[config.mk]
export PLATFORM = sky130hd
export DESIGN_NAME = branch_and_bit_set_exec
export DESIGN_NICKNAME = d
export VERILOG_FILES = /design/src/design/branch_bit_pkg.sv /design/src/design/branch_and_bit_set_exec.sv
export VERILOG_INCLUDE_DIRS = /design/src /design/src/design
export SDC_FILE = /design/constraint.sdc
export NUM_CORES = 1
export LEC_CHECK = 0
export BUFFER_PORTS_ARGS = -buffer_cell sky130_fd_sc_hd__buf_2
export CORE_MARGIN = 4
export CORE_UTILIZATION = 45
export DETAILED_ROUTE_END_ITERATION = 7
export MAX_ROUTING_LAYER = met4
export PLACE_DENSITY = 0.76
export SLEW_MARGIN = 30
export SYNTH_ARGS = -nofsm -noshare
export SYNTH_HDL_FRONTEND = slang
export SYNTH_SLANG_ARGS = --single-unit
[constraint.sdc]
create_clock -name mclk -period 1.8 [get_ports mclk]
set_clock_uncertainty 0.2 [all_clocks]
set_input_delay 0.18 -clock mclk [delete_from_list [all_inputs] [get_ports mclk]]
set_output_delay 0.18 -clock mclk [all_outputs]
set_load 0.02 [all_outputs]
[src/design/branch_bit_defs.svh]
// Constants for the relative jump and bit-force execution block
`ifndef BRANCH_BIT_DEFS_SVH
`define BRANCH_BIT_DEFS_SVH
`define JUMP_OPC       5'h1a
`define JUMP_OPC_HI    15
`define JUMP_OPC_LO    11
`define FORCE_OPC      4'h8
`define FORCE_OPC_HI   15
`define FORCE_OPC_LO   12
`define OFS_HI         10
`define BIT_HI         11
`define BIT_LO         9
`define ACC_BIT        8
`define FILE_HI        7
`define INDEX_LIMIT    8'h5f
`define ACCESS_BANK    4'h0
`define ACC_HIGH_LIM   8'h60
`define HIGH_BANK      4'hf
`define PC_STEP        21'h000002
`endif

[src/design/branch_bit_pkg.sv]
// Types for the relative jump and bit-force execution block
package branch_bit_pkg;
  typedef enum logic [1:0] {
    Q1 = 2'h0,
    Q2 = 2'h1,
    Q3 = 2'h3,
    Q4 = 2'h2
  } phase_t;
  typedef enum logic [1:0] {
    EXEC_IDLE  = 2'h0,
    EXEC_JUMP  = 2'h1,
    EXEC_FLUSH = 2'h3
  } exec_t;
endpackage

[src/design/branch_and_bit_set_exec.sv]
// Execution of the relative jump and single-bit force instructions
`timescale 1ns/1ps
`default_nettype none
`include "branch_bit_defs.svh"
module branch_and_bit_set_exec
  import branch_bit_pkg::*;
#(
  parameter int PC_W = 21
) (
  input  wire logic            mclk,
  input  wire logic            rst,
  input  wire logic            instrValid,
  input  wire logic [15:0]     instrWord,
  input  wire logic [PC_W-1:0] pcIncremented,
  input  wire logic [3:0]      bankChoice,
  input  wire logic            extendedSetEn,
  input  wire logic [11:0]     indexBase,
  input  wire logic [7:0]      readData,
  output logic [1:0]           phase,
  output logic                 busy,
  output logic                 pcLoad,
  output logic [PC_W-1:0]      pcTarget,
  output logic                 memRead,
  output logic                 memWrite,
  output logic [11:0]          memAddr,
  output logic [7:0]           writeData,
  output logic                 statusWrite
);
  // Phase and sequencing state
  phase_t          phaseReg;
  phase_t          phaseNext;
  exec_t           stateReg;
  exec_t           stateNext;

  // Bit-force operands held from decode to write-back
  logic            forceActiveReg;
  logic            forceActiveNext;
  logic [11:0]     addrReg;
  logic [11:0]     addrNext;
  logic [2:0]      bitReg;
  logic [2:0]      bitNext;
  logic [7:0]      dataReg;
  logic [7:0]      dataNext;

  // Jump destination, held until the next jump
  logic [PC_W-1:0] targetReg;
  logic [PC_W-1:0] targetNext;

  function automatic logic [PC_W-1:0] jumpTarget(input logic [PC_W-1:0] pc,
                                                 input logic [`OFS_HI:0] n);
    logic [PC_W-1:0] ext;
    ext = {{(PC_W-`OFS_HI-1){n[`OFS_HI]}}, n};
    return pc + (ext << 1);
  endfunction

  // Next phase walks the Gray ring Q1, Q2, Q3, Q4
  function automatic phase_t phaseAfter(input phase_t p);
    phase_t q;
    case (p)
      Q1:      q = Q2;
      Q2:      q = Q3;
      Q3:      q = Q4;
      default: q = Q1;
    endcase
    return q;
  endfunction

  // Read-modify-write keeps the other seven bits as read
  function automatic logic [7:0] bitForce(input logic [7:0] value,
                                          input logic [2:0] pos);
    logic [7:0] mask;
    mask = 8'h01 << pos;
    return value | mask;
  endfunction

  // Phase and state decode
  wire atQ1    = (phaseReg == Q1);
  wire atQ2    = (phaseReg == Q2);
  wire atQ4    = (phaseReg == Q4);
  wire idle    = (stateReg == EXEC_IDLE);
  wire inJump  = (stateReg == EXEC_JUMP);
  wire inFlush = (stateReg == EXEC_FLUSH);

  // Opcode decode; other opcodes belong to other execution units
  wire [4:0] jumpField  = instrWord[`JUMP_OPC_HI:`JUMP_OPC_LO];
  wire [3:0] forceField = instrWord[`FORCE_OPC_HI:`FORCE_OPC_LO];
  wire       isJump     = (jumpField == `JUMP_OPC);
  wire       isForce    = (forceField == `FORCE_OPC);
  wire       take       = instrValid && atQ1 && idle;
  wire       takeJump   = take && isJump;
  wire       takeForce  = take && isForce;

  // Operand fields
  wire [`OFS_HI:0] jumpOffset = instrWord[`OFS_HI:0];
  wire [2:0]       bitIndex   = instrWord[`BIT_HI:`BIT_LO];
  wire             accessFlag = instrWord[`ACC_BIT];
  wire [7:0]       fileAddr   = instrWord[`FILE_HI:0];

  // Data address selection
  wire        inIndexWindow = (fileAddr <= `INDEX_LIMIT);
  wire        indexed       = !accessFlag && extendedSetEn && inIndexWindow;
  // Access bank splits: low part in bank 0, upper part in the top bank
  wire        upperAccess   = (fileAddr >= `ACC_HIGH_LIM);
  wire [3:0]  accessBank    = upperAccess ? `HIGH_BANK : `ACCESS_BANK;
  wire [3:0]  directBank    = accessFlag ? bankChoice : accessBank;
  wire [11:0] directAddr    = {directBank, fileAddr};
  // Indexed sum wraps inside the 12-bit data space
  wire [11:0] indexedAddr   = indexBase + {4'h0, fileAddr};
  wire [11:0] forceAddr     = indexed ? indexedAddr : directAddr;

  // Instruction-cycle boundaries and memory strobes
  wire jumpWriteback = inJump && atQ4;
  wire flushDone     = inFlush && atQ4;
  wire readPhase     = forceActiveReg && atQ2;
  wire writePhase    = forceActiveReg && atQ4;

  always_comb begin
    stateNext = stateReg;
    case (stateReg)
      EXEC_IDLE: begin
        if (takeJump) begin
          stateNext = EXEC_JUMP;
        end
      end
      EXEC_JUMP: begin
        if (jumpWriteback) begin
          stateNext = EXEC_FLUSH;
        end
      end
      // Second cycle does nothing but hold off the next decode
      EXEC_FLUSH: begin
        if (flushDone) begin
          stateNext = EXEC_IDLE;
        end
      end
      default: begin
        stateNext = EXEC_IDLE;
      end
    endcase
  end

  // Next values of the datapath registers
  assign phaseNext       = phaseAfter(phaseReg);
  assign targetNext      = takeJump ? jumpTarget(pcIncremented, jumpOffset) : targetReg;
  assign forceActiveNext = takeForce ? 1'b1 : (atQ4 ? 1'b0 : forceActiveReg);
  assign addrNext        = takeForce ? forceAddr : addrReg;
  assign bitNext         = takeForce ? bitIndex : bitReg;
  // Read and modified in Q2, held through Q3, written back in Q4
  assign dataNext        = readPhase ? bitForce(readData, bitReg) : dataReg;

  // Sequencing registers
  always_ff @(posedge mclk or posedge rst) begin
    if (rst) begin
      phaseReg <= Q1;
    end else begin
      phaseReg <= phaseNext;
    end
  end

  always_ff @(posedge mclk or posedge rst) begin
    if (rst) begin
      stateReg <= EXEC_IDLE;
    end else begin
      stateReg <= stateNext;
    end
  end

  // Datapath registers load only at decode or in their own phase
  always_ff @(posedge mclk or posedge rst) begin
    if (rst) begin
      targetReg <= '0;
    end else begin
      targetReg <= targetNext;
    end
  end

  always_ff @(posedge mclk or posedge rst) begin
    if (rst) begin
      forceActiveReg <= 1'b0;
    end else begin
      forceActiveReg <= forceActiveNext;
    end
  end

  always_ff @(posedge mclk or posedge rst) begin
    if (rst) begin
      addrReg <= 12'h000;
    end else begin
      addrReg <= addrNext;
    end
  end

  always_ff @(posedge mclk or posedge rst) begin
    if (rst) begin
      bitReg <= 3'h0;
    end else begin
      bitReg <= bitNext;
    end
  end

  always_ff @(posedge mclk or posedge rst) begin
    if (rst) begin
      dataReg <= 8'h00;
    end else begin
      dataReg <= dataNext;
    end
  end

  // Busy covers the flush cycle too, so a request there is dropped
  assign phase       = phaseReg;
  assign busy        = !idle || forceActiveReg;
  assign pcLoad      = jumpWriteback;
  assign pcTarget    = targetReg;
  assign memRead     = readPhase;
  assign memWrite    = writePhase;
  assign memAddr     = addrReg;
  assign writeData   = dataReg;
  // Neither instruction touches flags
  assign statusWrite = 1'b0;
endmodule
`default_nettype wire

Yosys cells after proc, flatten, opt, wreduce, memory -nomap -nowiden --
Cells that the tools add are included.
Cells by class: bitwise gates (word level) 1, shift-type cells 1, reduce and logical (&&, ||, !) cells 17, eq/ne operators 10, multiplexer cells 10, add/subtract/negate cells 2, order comparisons 2
Operators with widths (number):
- $add A21 B21 Y21 | 1
- $add A12 B8 Y12 | 1
- $mux W12 | 1
- $pmux W2 S3 | 2
- $logic_and A1 B1 Y1 | 10
- $ge A8 B7 Y1 const B | 1
- $le A8 B7 Y1 const B | 1
- $mux W4 | 2
- $or A8 B8 Y8 | 1
- $shl A1 B3 Y8 const A | 1
- $eq A2 B2 Y1 const B | 3
- $mux W2 | 3
- $eq A5 B5 Y1 const B | 1
- $eq A2 B1 Y1 const B | 2
- $eq A4 B4 Y1 const B | 1
- $logic_not A2 Y1 | 2
- $ne A2 B1 Y1 const B | 2
- $reduce_and A3 Y1 | 1
- $logic_not A1 Y1 | 2
- $mux W1 | 2
- $ne A2 B2 Y1 const B | 1
- $reduce_bool A2 Y1 | 1
- $logic_or A1 B1 Y1 | 1
Storage, ports and cells: register bits after elaboration 49, input bits 65, output and inout bits 48

Logic depth before layout (Yosys ltp) --
Gate-level depths: netlist (run 1).
depth after elaboration 6, gate-level depth with buffers 9, mapped depth without buffers 9

Worst setup path before layout (run 1) --
No wires, ideal clock.
kind input-to-reg, from in instrWord[0], to reg targetReg[17] (netlist: pcTarget[17]), stages 8, path slack -0.408 ns, required time 1.504 ns, arrival 1.912 ns, cell sequence ha_1 > fa_1 > a211oi_1 > o21a_1 > nor3_2 > o31a_1 > o21a_1 > o31ai_1
On the way: word-level cells in the longest chain between the ends 1
Ends and longest elaborated chain:
- start: declaration | line branch_and_bit_set_exec.sv:13 | input wire logic [15:0] instrWord,
- $add A21 B21 Y21 | line branch_and_bit_set_exec.sv:53 | return pc + (ext << 1);
- end signal: assignment | line branch_and_bit_set_exec.sv:173 | targetReg <= targetNext;
- end: declaration | line branch_and_bit_set_exec.sv:46 | logic [PC_W-1:0] targetReg;
Every way passes these cells. A chain may end at the register's enable or synchronous reset.

Worst setup path after layout (run 1) --
from reg phaseReg[0] (netlist: phase[0]), to out pcLoad
On the way: word-level cells in the longest chain between the ends 2
Ends and longest elaborated chain:
- start: declaration | line branch_and_bit_set_exec.sv:30 | phase_t phaseReg;
- start signal: assignment | line branch_and_bit_set_exec.sv:156 | phaseReg <= phaseNext;
- $eq A2 B2 Y1 | line branch_and_bit_set_exec.sv:79 | wire atQ4 = (phaseReg == Q4);
- $logic_and A1 B1 Y1 | line branch_and_bit_set_exec.sv:112 | wire jumpWriteback = inJump && atQ4;
- end: declaration | line branch_and_bit_set_exec.sv:21 | output logic pcLoad,
Every way passes these cells.

==> results of run 1 <==
==> path summary, 6_finish.rpt <==
kind                                 to  cells after the start  slack, ns
setup / recovery                 pcLoad                      6      -0.21
hold / removal              pcTarget[1]                      3       0.03
setup reg to reg           pcTarget[19]                      6      -0.20
hold reg to reg            pcTarget[12]                      2       0.28
max in group asynchronous      phase[1]                      4       0.89
min in group asynchronous  pcTarget[20]                      4       0.26
==> cells by family (layout without fill, tap and decap cells) <==
kind of cell               after synthesis  in the layout
AOI/OAI and AO/OA                      131            131
xor gates and xnor gates                20             20
adders and majority gates               29             29
buffers and inverters                   33            246
DFF                                     49             49
muxes                                   13             13
other                                    1              2
and+or+nand+nor                        133            133
==> state kept, by name, indices dropped and copies added (netlist names) <==
register        flops
bitReg              3
memAddr            12
forceActiveReg      1
writeData           8
stateReg            2
pcTarget           21
phase               2
==> worst min-delay path: stages <==
cell	delay [ns]
buf_6	0.07
ha_4	0.11
mux2_2	0.13
==> power by group through the flow <==
stage               clock (mW)  sequential [mW]  combinational [mW]
floorplan                    0             1.40               0.592
global placement             0             1.29                1.19
detailed placement           0             1.29                1.23
CTS                      0.693             1.27                1.29
global route             0.742             1.29                1.51
finish                   0.673             1.28                1.40
==> cells in the final DEF (no fill, tap or decap), drive strengths merged, types with 4 or more instances in the layout <==
master       instances
mux2                 7
mux2i                6
nand4                7
buf                207
ha                  27
a31oi               14
a211oi               4
nor2                24
a21oi               33
nor3b                4
nand3                6
dlygate4sd3         12
o21ai               42
o21a                 7
xor2                10
xnor2               10
inv                 19
clkbuf               6
nor2b                4
nor3                12
nand2               57
dfrtp               49
a21o                 8
==> synth_stat cells (all sizes together), types with 4 or more instances <==
library cell and instances:
clkbuf 11, xor2 10, o21a 7, a21oi 33, a211oi 4, nor3 12, mux2 7, o21ai 42
ha 27, mux2i 6, nor3b 4, nand2 57, nand3 6, a21o 8, nor2 24, buf 4
dfrtp 49, xnor2 10, a31oi 14, inv 18, nand4 7, nor2b 4
==> stage by stage <==
step	utilization, %	cell area, um^2	hold WS [ns]
5_1_grt	73.32	5665	0.01574
2_1_floorplan	-	3700	0.09684
3_3_place_gp	64.09	4952	0.03903
6_report	73.32	5665	0.02518
4_1_cts	68.80	5316	0.01237
3_5_place_dp	64.09	4952	0.04416
==> layer usage <==
metal  track usage (%)  up-vias  routed length (um)
met2             41.24      141                6400
met1             28.95     1923                4765
li1                  -     1904                   -
met4             10.48        0                 367
met5                 -        -                   0
met3             3.518       33                 633
==> timing repair <==
action                     in CTS  in global routing
buffers inserted                4                  9
pin swaps                      23                 43
hold buffers                   12                  0
resized for setup              34                 77
gates cloned                    0                  3
setup endpoints to repair      24                 36
hold endpoints to repair       60                  0
==> layout make-up <==
class	instances	area share, %
clock buffers	5	1.215
repair buffers	220	27.58
multi-input cells	327	45.65
flip-flops and latches	49	21.69
well taps	102	2.253
clock inverters	3	0.3754
diodes	1	0.04417
inverters	18	1.193
==> impl_results.md, run 1 <==
* Synth async-reset ratio at 100.0%
* Clock Tree Buf Depth at 2
* Starting Density at 46.19%
* Mapped cell area at 3570 um^2
* Die W at 97.07 um
* First-pass GRT wire length at 18770 um
* Place WS at -0.5101 ns
* Initial DRT Pass Iterations at 4
* Top Ports at 113
* Final setup fails at 36
* Non-Filler Instances at 725
* Final Cycle Share at 111.5%
* Dpl cells at 691
* Minimum clock period at 2.007 ns
* Root Driver: clkbuf_8
* Violated checks: setup timing
* CP Data Arrival Time at 1.63 ns
* Post-synthesis xor/xnor area fraction at 4.907%
* Switching fraction of total power at 36.62%
* Top cell type by total area after synthesis: dfrtp_1
* Antenna violations before repair at 1
* CP Data Required Time at 1.42 ns
* Final Max Slew Viols at 0
* Combinational family with the most area after synthesis: compound AO/OA/AOI/OAI gates
* Final HPWL DP at 8473 um
* Int Power at 2.124 mW
* Endpoint class of the critical path: primary output
* Mux contribution to synthesized area at 3.891%
* Vias in the first global route at 4037
* Max cap viols at 0
* RSZ-0062 raised after global routing: yes
* Sw power at 1.227 mW
* Chip height at 97.07 um
* Critical path buffer and inverter count at 4
* Fin. Hold Viols at 0
* GPL Wtd Cong at 0.9517
* ANT nets after route at 0
* Clock Latency Late Sink at 0.30 ns
* WL/cell at 16.78 um
* Layout cells sized above 1 at 49.04%
* CP Launch Point: phase[0]
* Synth Area in Adders at 10.59%
* Core area at 7727 um^2
* Vias at 4001
* Reg clk slew, reported paths at 0.10 ns
* Post-Syn Instances at 409
* Total Routing Usage GR at 24.36%
* Ys flop type: dfrtp_1
* WL final at 12170 um
* Worst VDD drop at 0.3134 mV
* Drt initial violations at 181
* Register bit count reported by yosys at 49
* Synth top area cells: dfrtp_1, ha_1, nand2_1
* CTS Buf Count at 5
* Crit path max-delay family: buffers and inverters
* Simple-gate portion of the synthesized area at 18.30%
* Syn Area/Cell at 8.728 um^2
* Sequential share of the synthesized area at 34.35%
* GRT overflow at 0
* CTS tree: yes
* Row cnt at 32
* Sequential Power Share at 38.2%
* Startpoint types: flop
* Area of the multi-input gates at 2586 um^2
* CP max-delay cell: dfrtp_2
* Clock net sink count at 49
* Pwr Density at 591.4 nW/um^2
* Final Power at 3.350 mW
* Die ar. at 9422 um^2
* Pin count of the biggest net entering global routing at 50
* Critical path type: flop to primary output
* Unique masters post-synth at 58
* CP Cell Sequence: buf_4 > buf_6 > buf_6 > nand2b_4 > nor3b_2 > buf_4
* Routed vias/inst at 5.519
* Area grow syn2layout at 58.71%
* Worst hold path class: input port to flop
* Combinational power share at 41.7%
* Synthesized Nets at 503
* Reg-to-Reg Start: phase[0]
* Post-synth EDFFs at 0
* Setup TNS at -2.872 ns
* Compound-cell area share of the yosys netlist at 24.19%
* Critical Path Fanout Max at 5
* Status: finished, violations left
* Fill cell count at 555
* Max incr delay on CP at 0.44 ns
* DRC at 0
* Final nets at 715
* YS warnings at 0
* Maximum clock frequency at 0.4983 GHz
* Pleak at 2.807 nW
* Sequential cell area at 1229 um^2
* Hold Crit Start: pcIncremented[1]
* Setup WS post-layout at -0.2068 ns
* Synth top area share at 34.35%
* H-tree depth at 2
* IO Port Bufs at 111
* Clock power frac at 20.1%
Power figures use the tool's default switching activity.
==> inputs of run 2 (changes only) <==
--- a/config.mk
+++ b/config.mk
@@ -8,10 +8,10 @@
 export LEC_CHECK = 0
 export BUFFER_PORTS_ARGS = -buffer_cell sky130_fd_sc_hd__buf_2
 export CORE_MARGIN = 4
-export CORE_UTILIZATION = 45
+export CORE_UTILIZATION = 30
 export DETAILED_ROUTE_END_ITERATION = 7
 export MAX_ROUTING_LAYER = met4
-export PLACE_DENSITY = 0.76
+export PLACE_DENSITY = 0.53
 export SLEW_MARGIN = 30
 export SYNTH_ARGS = -nofsm -noshare
 export SYNTH_HDL_FRONTEND = slang
==> constraint.sdc (replaced) <==
create_clock -name mclk -period 2.4 [get_ports mclk]
set_clock_uncertainty 0.2 [all_clocks]
set_input_delay 0.24 -clock mclk [delete_from_list [all_inputs] [get_ports mclk]]
set_output_delay 0.24 -clock mclk [all_outputs]
set_load 0.02 [all_outputs]
==> run 2 against run 1 <==
The run now ends clean. Sequential share of layout area rose by 4.7 points. Clock power rose by 8.0%. Global-route usage fell by 8.8 points. Via count fell by 13%. Routed wire length fell by 17%. Combinational power fell by 42%. Total power fell by 26%. Die area rose by 45%. Critical path type is now input port to flop. Largest cell class unchanged.
==> impl_results.md, run 2 (same netlist as run 1, synthesis figures left out) <==
* Max incr delay on CP at 0.54 ns (+0.10 ns)
* Reg2reg path depth at 5 (-1)
* Commonest non-fill, non-tap cells in the layout: buf_2, nand2_1, dfrtp_1
* Vias in the first global route at 3392 (-16%)
* Final cell area excluding filler cells at 4646 um^2 (-18%)
* GPL Wtd Cong at 0.9018 (-5.2%)
* Pwr Density at 535.4 nW/um^2 (-9.5%)
* CP Data Arrival Time at 2.30 ns (+0.67 ns)
* WL/cell at 14.63 um (-13%)
* Clock Tree Buf Depth at 2 (unchanged)
* Switching fraction of total power at 34.08% (-2.5 points)
* Chip height at 117.1 um (+21%)
* CTS tree: yes
* WHS Path Cells at 3 (unchanged)
* Maximum clock frequency at 0.4293 GHz
* Final nets at 638 (-11%)
* Status: complete, no violations
* Placement Cell Area at 4451 um^2 (-10%)
* Starting Density at 31.00% (-15 points)
* Worst hold path class: input port to flop
* Critical Path Fanout Max at 24 (+19)
* Total Routing Usage GR at 15.54% (-8.8 points)
* ANT nets after route at 0 (unchanged)
* Clock power frac at 29.2% (+9.1 points)
* GRT overflow at 0 (unchanged)
* Fill cell count at 1210 (+120%)
* Slew @ Worst Pin at 0.6519 ns
* Worst VDD drop at 0.3113 mV (-0.66%)
* Fin. Hold Viols at 0 (unchanged)
* RR Endpoint: pcTarget[18]
* CP max-delay cell: dlygate4sd3_1
* Drt initial violations at 161 (-11%)
* Combinational power share at 32.4% (-9.3 points)
* Pin count of the biggest net entering global routing at 50 (unchanged)
* Antenna violations before repair at 1 (unchanged)
* Die ar. at 13710 um^2 (+45%)
* Reg-to-Reg Start: phase[0]
* Core area at 11520 um^2 (+49%)
* Final setup fails at 0 (-100%)
* Top Ports at 113 (unchanged)
* CP Data Required Time at 2.37 ns (+0.95 ns)
* WL final at 10090 um (-17%)
* Die W at 117.1 um (+21%)
* Final Cycle Share at 97.07%
* Clock net sink count at 49 (unchanged)
* WL met1 at 4889 um (+2.6%)
* Startpoint types: input port
* Final Max Slew Viols at 0 (unchanged)
* Flop2flop setup slack at 0.11 ns (+0.31 ns)
* Final Power at 2.487 mW (-26%)
* Final HPWL DP at 8158 um (-3.7%)
* IO Port Bufs at 111 (unchanged)
* Hold Crit Start: readData[4]
* H-tree depth at 2 (unchanged)
* Minimum clock period at 2.330 ns
* Root Driver: clkbuf_16
* Setup TNS at 0 ns (+2.872 ns)
* Int Power at 1.640 mW (-23%)
* Post-CTS resize count at 0 (-100%)
* First-pass GRT wire length at 16590 um (-12%)
* Layout cells sized above 1 at 30.83% (-18 points)
* RSZ-0062 raised after global routing: no
* Row cnt at 39 (+22%)
* Pleak at 2.337 nW (-17%)
* Slew headroom at 56.54%
* Hold Path End: writeData[4]
* Sw power at 0.8476 mW (-31%)
* Vias at 3462 (-13%)
* CTS Buf Count at 5 (unchanged)
* CP Cell Sequence: dlygate4sd3_1 > buf_2 > and3b_1 > nand4_2 > buf_4 > a311oi_1 > a21oi_1
* Max cap viols at 0 (unchanged)
* Met2 routed WL at 4576 um (-28%)
* Largest register FFs at 21 (unchanged)
* Routed vias/inst at 5.017 (-9.1%)
* Routed wire length on met3 at 519 um (-18%)
* Reg clk slew, reported paths at 0.07 ns (-0.03 ns)
* Area grow syn2layout at 30.14%
* Top sig layer: met4
* Sequential Power Share at 38.3% (about the same)
* Critical path type: input port to flop
* Clock Latency Late Sink at 0.29 ns (about the same)
* Commonest non-fill, non-tap cell in the layout: buf_2
* Endpoint class of the critical path: flop
* DRC at 0 (unchanged)
* Initial DRT Pass Iterations at 5 (+1)
## run 2: what timing repair did
action	in CTS	in global routing
hold buffers	4	0
endpoints found under the hold margin	52	0
setup endpoints to repair	0	0
setup buffers	0	0
## run 2: layer usage
metal | track usage [%] | vias up
met5 | - | -
met4 | 3.287 | 0
met3 | 2.828 | 11
met2 | 24.00 | 96
met1 | 21.41 | 1601
li1 | - | 1754
## run 2: per-stage QoR
step,worst slack [ns],hold WS (ns),util (%),cells
2_1_floorplan,0.1320,0.1568,-,409
3_3_place_gp,-0.07443,0.2556,38.65,676
3_5_place_dp,-0.1127,0.2665,38.65,676
4_1_cts,0.09075,0.008851,40.30,688
5_1_grt,0.008732,0.02614,40.32,689
6_report,0.07035,0.01666,40.34,690
## run 2: layout make-up
type	instances	area (um^2)	area share (%)
Multi-Input combinational cell	327	2212	47.62
Clock buffer	5	125.1	2.693
Timing Repair Buffer	143	805.8	17.34
Sequential cell	49	1226	26.39
Tap cell	143	178.9	3.851
Clock inverter	3	25.02	0.5386
Inverter	18	67.56	1.454
Antenna cell	2	5.005	0.1077
## run 2: how the worst max path moves through the flow
stage	from	end	cells after the start
6_report	instrWord[11]	pcTarget[18]	7
5_1_grt	instrWord[11]	pcTarget[19]	8
4_1_cts	instrWord[11]	pcTarget[18]	7
3_5_place_dp	instrWord[0]	pcTarget[17]	9
3_3_place_gp	instrWord[0]	pcTarget[17]	9
2_1_floorplan	instrWord[0]	pcTarget[17]	8
## run 2: worst max-delay path, delay by kind of cell
family / cells / cell delay (ns)
buf+inv: 3 / 1.02
simple gates: 2 / 0.59
compound gates: 2 / 0.44
## run 2: power by group through the flow
stage | registers [mW] | clock network (mW) | logic (mW)
after floorplan | 1.05 | 0 | 0.423
after global placement | 0.967 | 0 | 0.798
after detailed placement | 0.969 | 0 | 0.806
after CTS | 0.954 | 0.757 | 0.816
after global routing | 0.966 | 0.804 | 0.904
final | 0.954 | 0.727 | 0.807
==> inputs of run 3 (changes only) <==
--- a/config.mk
+++ b/config.mk
@@ -6,12 +6,14 @@
 export SDC_FILE = /design/constraint.sdc
 export NUM_CORES = 1
 export LEC_CHECK = 0
+export ABC_CLOCK_PERIOD_IN_PS = 2400
 export BUFFER_PORTS_ARGS = -buffer_cell sky130_fd_sc_hd__buf_2
 export CORE_MARGIN = 4
 export CORE_UTILIZATION = 30
 export DETAILED_ROUTE_END_ITERATION = 7
 export MAX_ROUTING_LAYER = met4
 export PLACE_DENSITY = 0.53
+export REMOVE_ABC_BUFFERS = 1
 export SLEW_MARGIN = 30
 export SYNTH_ARGS = -nofsm -noshare
 export SYNTH_HDL_FRONTEND = slang
==> run 3 against run 2 <==
Setup slack gained 0.12 ns. Global-route usage grew 0.21 points. Core utilization shrank 0.50 points. Non-clock buffer count shrank 7. Sequential power is essentially flat. Clock-buffer cell count is the same. Fmax grew 5.5%. Worst hold slack gained 0.0024 ns. Critical path type unchanged. Highest routed layer unchanged.
==> impl_results.md, run 3 (same netlist as run 1, synthesis figures left out) <==
* Layout cells sized above 1 at 30.11% (-0.71 points)
* Dpl cells at 670 (-0.89%)
* Final cell area excluding filler cells at 4588 um^2 (-1.2%)
* CTS Buf Count at 5 (unchanged)
* Commonest non-fill, non-tap cells in the layout: buf_2, nand2_1, dfrtp_1
* Sw power at 0.8481 mW (about the same)
* Max cap viols at 0 (unchanged)
* Status: complete, no violations
* WL/cell at 15.17 um (+3.7%)
* Final nets at 631 (-1.1%)
* Placement Cell Area at 4405 um^2 (-1.0%)
* Chip height at 117.1 um (unchanged)
* Flop2flop setup slack at 0.26 ns (+0.15 ns)
* ANT nets after route at 0 (unchanged)
* Fin. Hold Viols at 0 (unchanged)
* Area grow syn2layout at 28.53%
* Int Power at 1.632 mW (-0.49%)
* Switching fraction of total power at 34.20% (+0.12 points)
* Final setup fails at 0 (unchanged)
* Final Cycle Share at 91.99% (-5.1 points)
* Drt initial violations at 155 (-3.7%)
* Post-CTS Setup Bufs at 0 (unchanged)
* Die W at 117.1 um (unchanged)
* Routed vias/inst at 4.974 (-0.87%)
* Total Routing Usage GR at 15.76% (+0.21 points)
* Pin count of the biggest net entering global routing at 50 (unchanged)
* H-tree depth at 2 (unchanged)
* DRC at 0 (unchanged)
* Critical path type: input port to flop
* Core area at 11520 um^2 (unchanged)
* Combinational power share at 32.2% (-0.2 points)
* Top Ports at 113 (unchanged)
* Reg2reg path depth at 6 (+1)
* Critical Path Fanout Max at 3 (-88%)
* Non-Filler Instances at 682 (-1.2%)
* Startpoint types: input port
* Clock power frac at 29.4% (+0.2 points)
* Largest register FFs at 21 (unchanged)
* Starting Density at 31.00% (unchanged)
* Commonest non-fill, non-tap cell in the layout: buf_2
* CTS tree: yes
* Pwr Density at 540.4 nW/um^2 (+0.95%)
* Vias at 3392 (-2.0%)
* RR Endpoint: pcTarget[19]
* IO Port Bufs at 111 (unchanged)
* Hold Crit Start: readData[4]
* Die ar. at 13710 um^2 (unchanged)
* Slew @ Worst Pin at 0.6517 ns (-0.0002133 ns)
* GPL Wtd Cong at 0.8534 (-5.4%)
* CP Data Arrival Time at 2.21 ns (-0.09 ns)
* Row cnt at 39 (unchanged)
* Place WS at -0.1172 ns (-0.004471 ns)
* Clock net sink count at 49 (unchanged)
* CP Data Required Time at 2.40 ns (+0.03 ns)
* Vias in the first global route at 3406 (+0.41%)
* Final Max Slew Viols at 0 (unchanged)
* Clock Tree Buf Depth at 2 (unchanged)
* GRT overflow at 0 (unchanged)
* Initial DRT Pass Iterations at 4 (-1)
* Final HPWL DP at 8322 um (+2.0%)
* Slew headroom at 56.56% (about the same)
* Root Driver: clkbuf_16
* Minimum clock period at 2.208 ns (-0.1220 ns)
* Endpoint class of the critical path: flop
* WL final at 10340 um (+2.5%)
* Maximum clock frequency at 0.4530 GHz (+5.5%)
* Reg clk slew, reported paths at 0.07 ns (about the same)
* Final Core Density at 39.84% (-0.50 points)
* Worst hold path class: input port to flop
* First-pass GRT wire length at 16580 um (about the same)
* Antenna violations before repair at 1 (unchanged)
* Sequential Power Share at 38.4% (about the same)
* Pleak at 2.302 nW (-1.5%)
* WHS Path Cells at 3 (unchanged)
* Hold Path End: writeData[4]
* RSZ-0062 raised after global routing: no
* Setup WS post-layout at 0.1923 ns (+0.1220 ns)
* Worst VDD drop at 0.2372 mV (-24%)
* Reg-to-Reg Start: phase[1]
* Clock Latency Late Sink at 0.29 ns (about the same)
* Setup TNS at 0 ns (unchanged)
* Post-CTS resize count at 0 (unchanged)
run 3: cell types whose count changed in the layout (fill, tap and decap cells not counted), sizes merged:
cell         delta
buf             -6
diode           -1
dlygate4sd3     -1
run 3: critical path, cell delays in order:
cell and delay, ns:
buf_2 0.11, ha_1 0.22, fa_1 0.40, a211oi_1 0.22
o21a_1 0.24, nor3_2 0.10, o31a_1 0.33, o21a_1 0.17
o31ai_1 0.18
run 3: what timing repair did:
| item | in CTS | in global routing |
|---|---|---|
| hold buffers | 3 | 0 |
| endpoints found under the setup margin | 0 | 0 |
| hold endpoints to repair | 51 | 0 |
run 3: worst max path at each step:
stage	from	to	cells past startpoint
after floorplan	phase[1]	pcTarget[19]	6
after global placement	instrWord[0]	pcTarget[17]	9
after detailed placement	instrWord[0]	pcTarget[17]	9
after CTS	instrWord[11]	pcTarget[20]	8
after global routing	instrWord[11]	pcTarget[20]	8
final	instrWord[0]	pcTarget[17]	9
run 3: cell type report:
type,count,area [um^2]
clock buffers,5,125.1
multi-input cells,327,2212
diodes,1,2.502
repair buffers,136,750.7
flip-flops and latches,49,1226
clock inverters,3,25.02
well taps,143,178.9
fillers,1194,6928
inverters,18,67.56
run 3: stage by stage:
stage / total power, mW / hold slack (ns)
global route: 2.638 / 0.02330
CTS: 2.516 / 0.009090
floorplan: 1.473 / 0.1568
global placement: 1.757 / 0.2561
finish: 2.480 / 0.01905
detailed placement: 1.766 / 0.2641
run 3: power groups by stage:
stage	logic (mW)	registers [mW]	clock network, mW
4_1_cts	0.803	0.955	0.757
3_5_place_dp	0.796	0.971	0
5_1_grt	0.892	0.965	0.781
6_report	0.798	0.953	0.729
3_3_place_gp	0.789	0.969	0
2_1_floorplan	0.420	1.05	0
run 3: layer usage:
metal	GRT usage (%)	share of wire, %	vias to the layer above
met4	4.969	1.9	0
met2	25.71	47	78
met5	-	0	-
met1	20.11	46	1563
met3	2.519	4.8	14
li1	-	-	1737
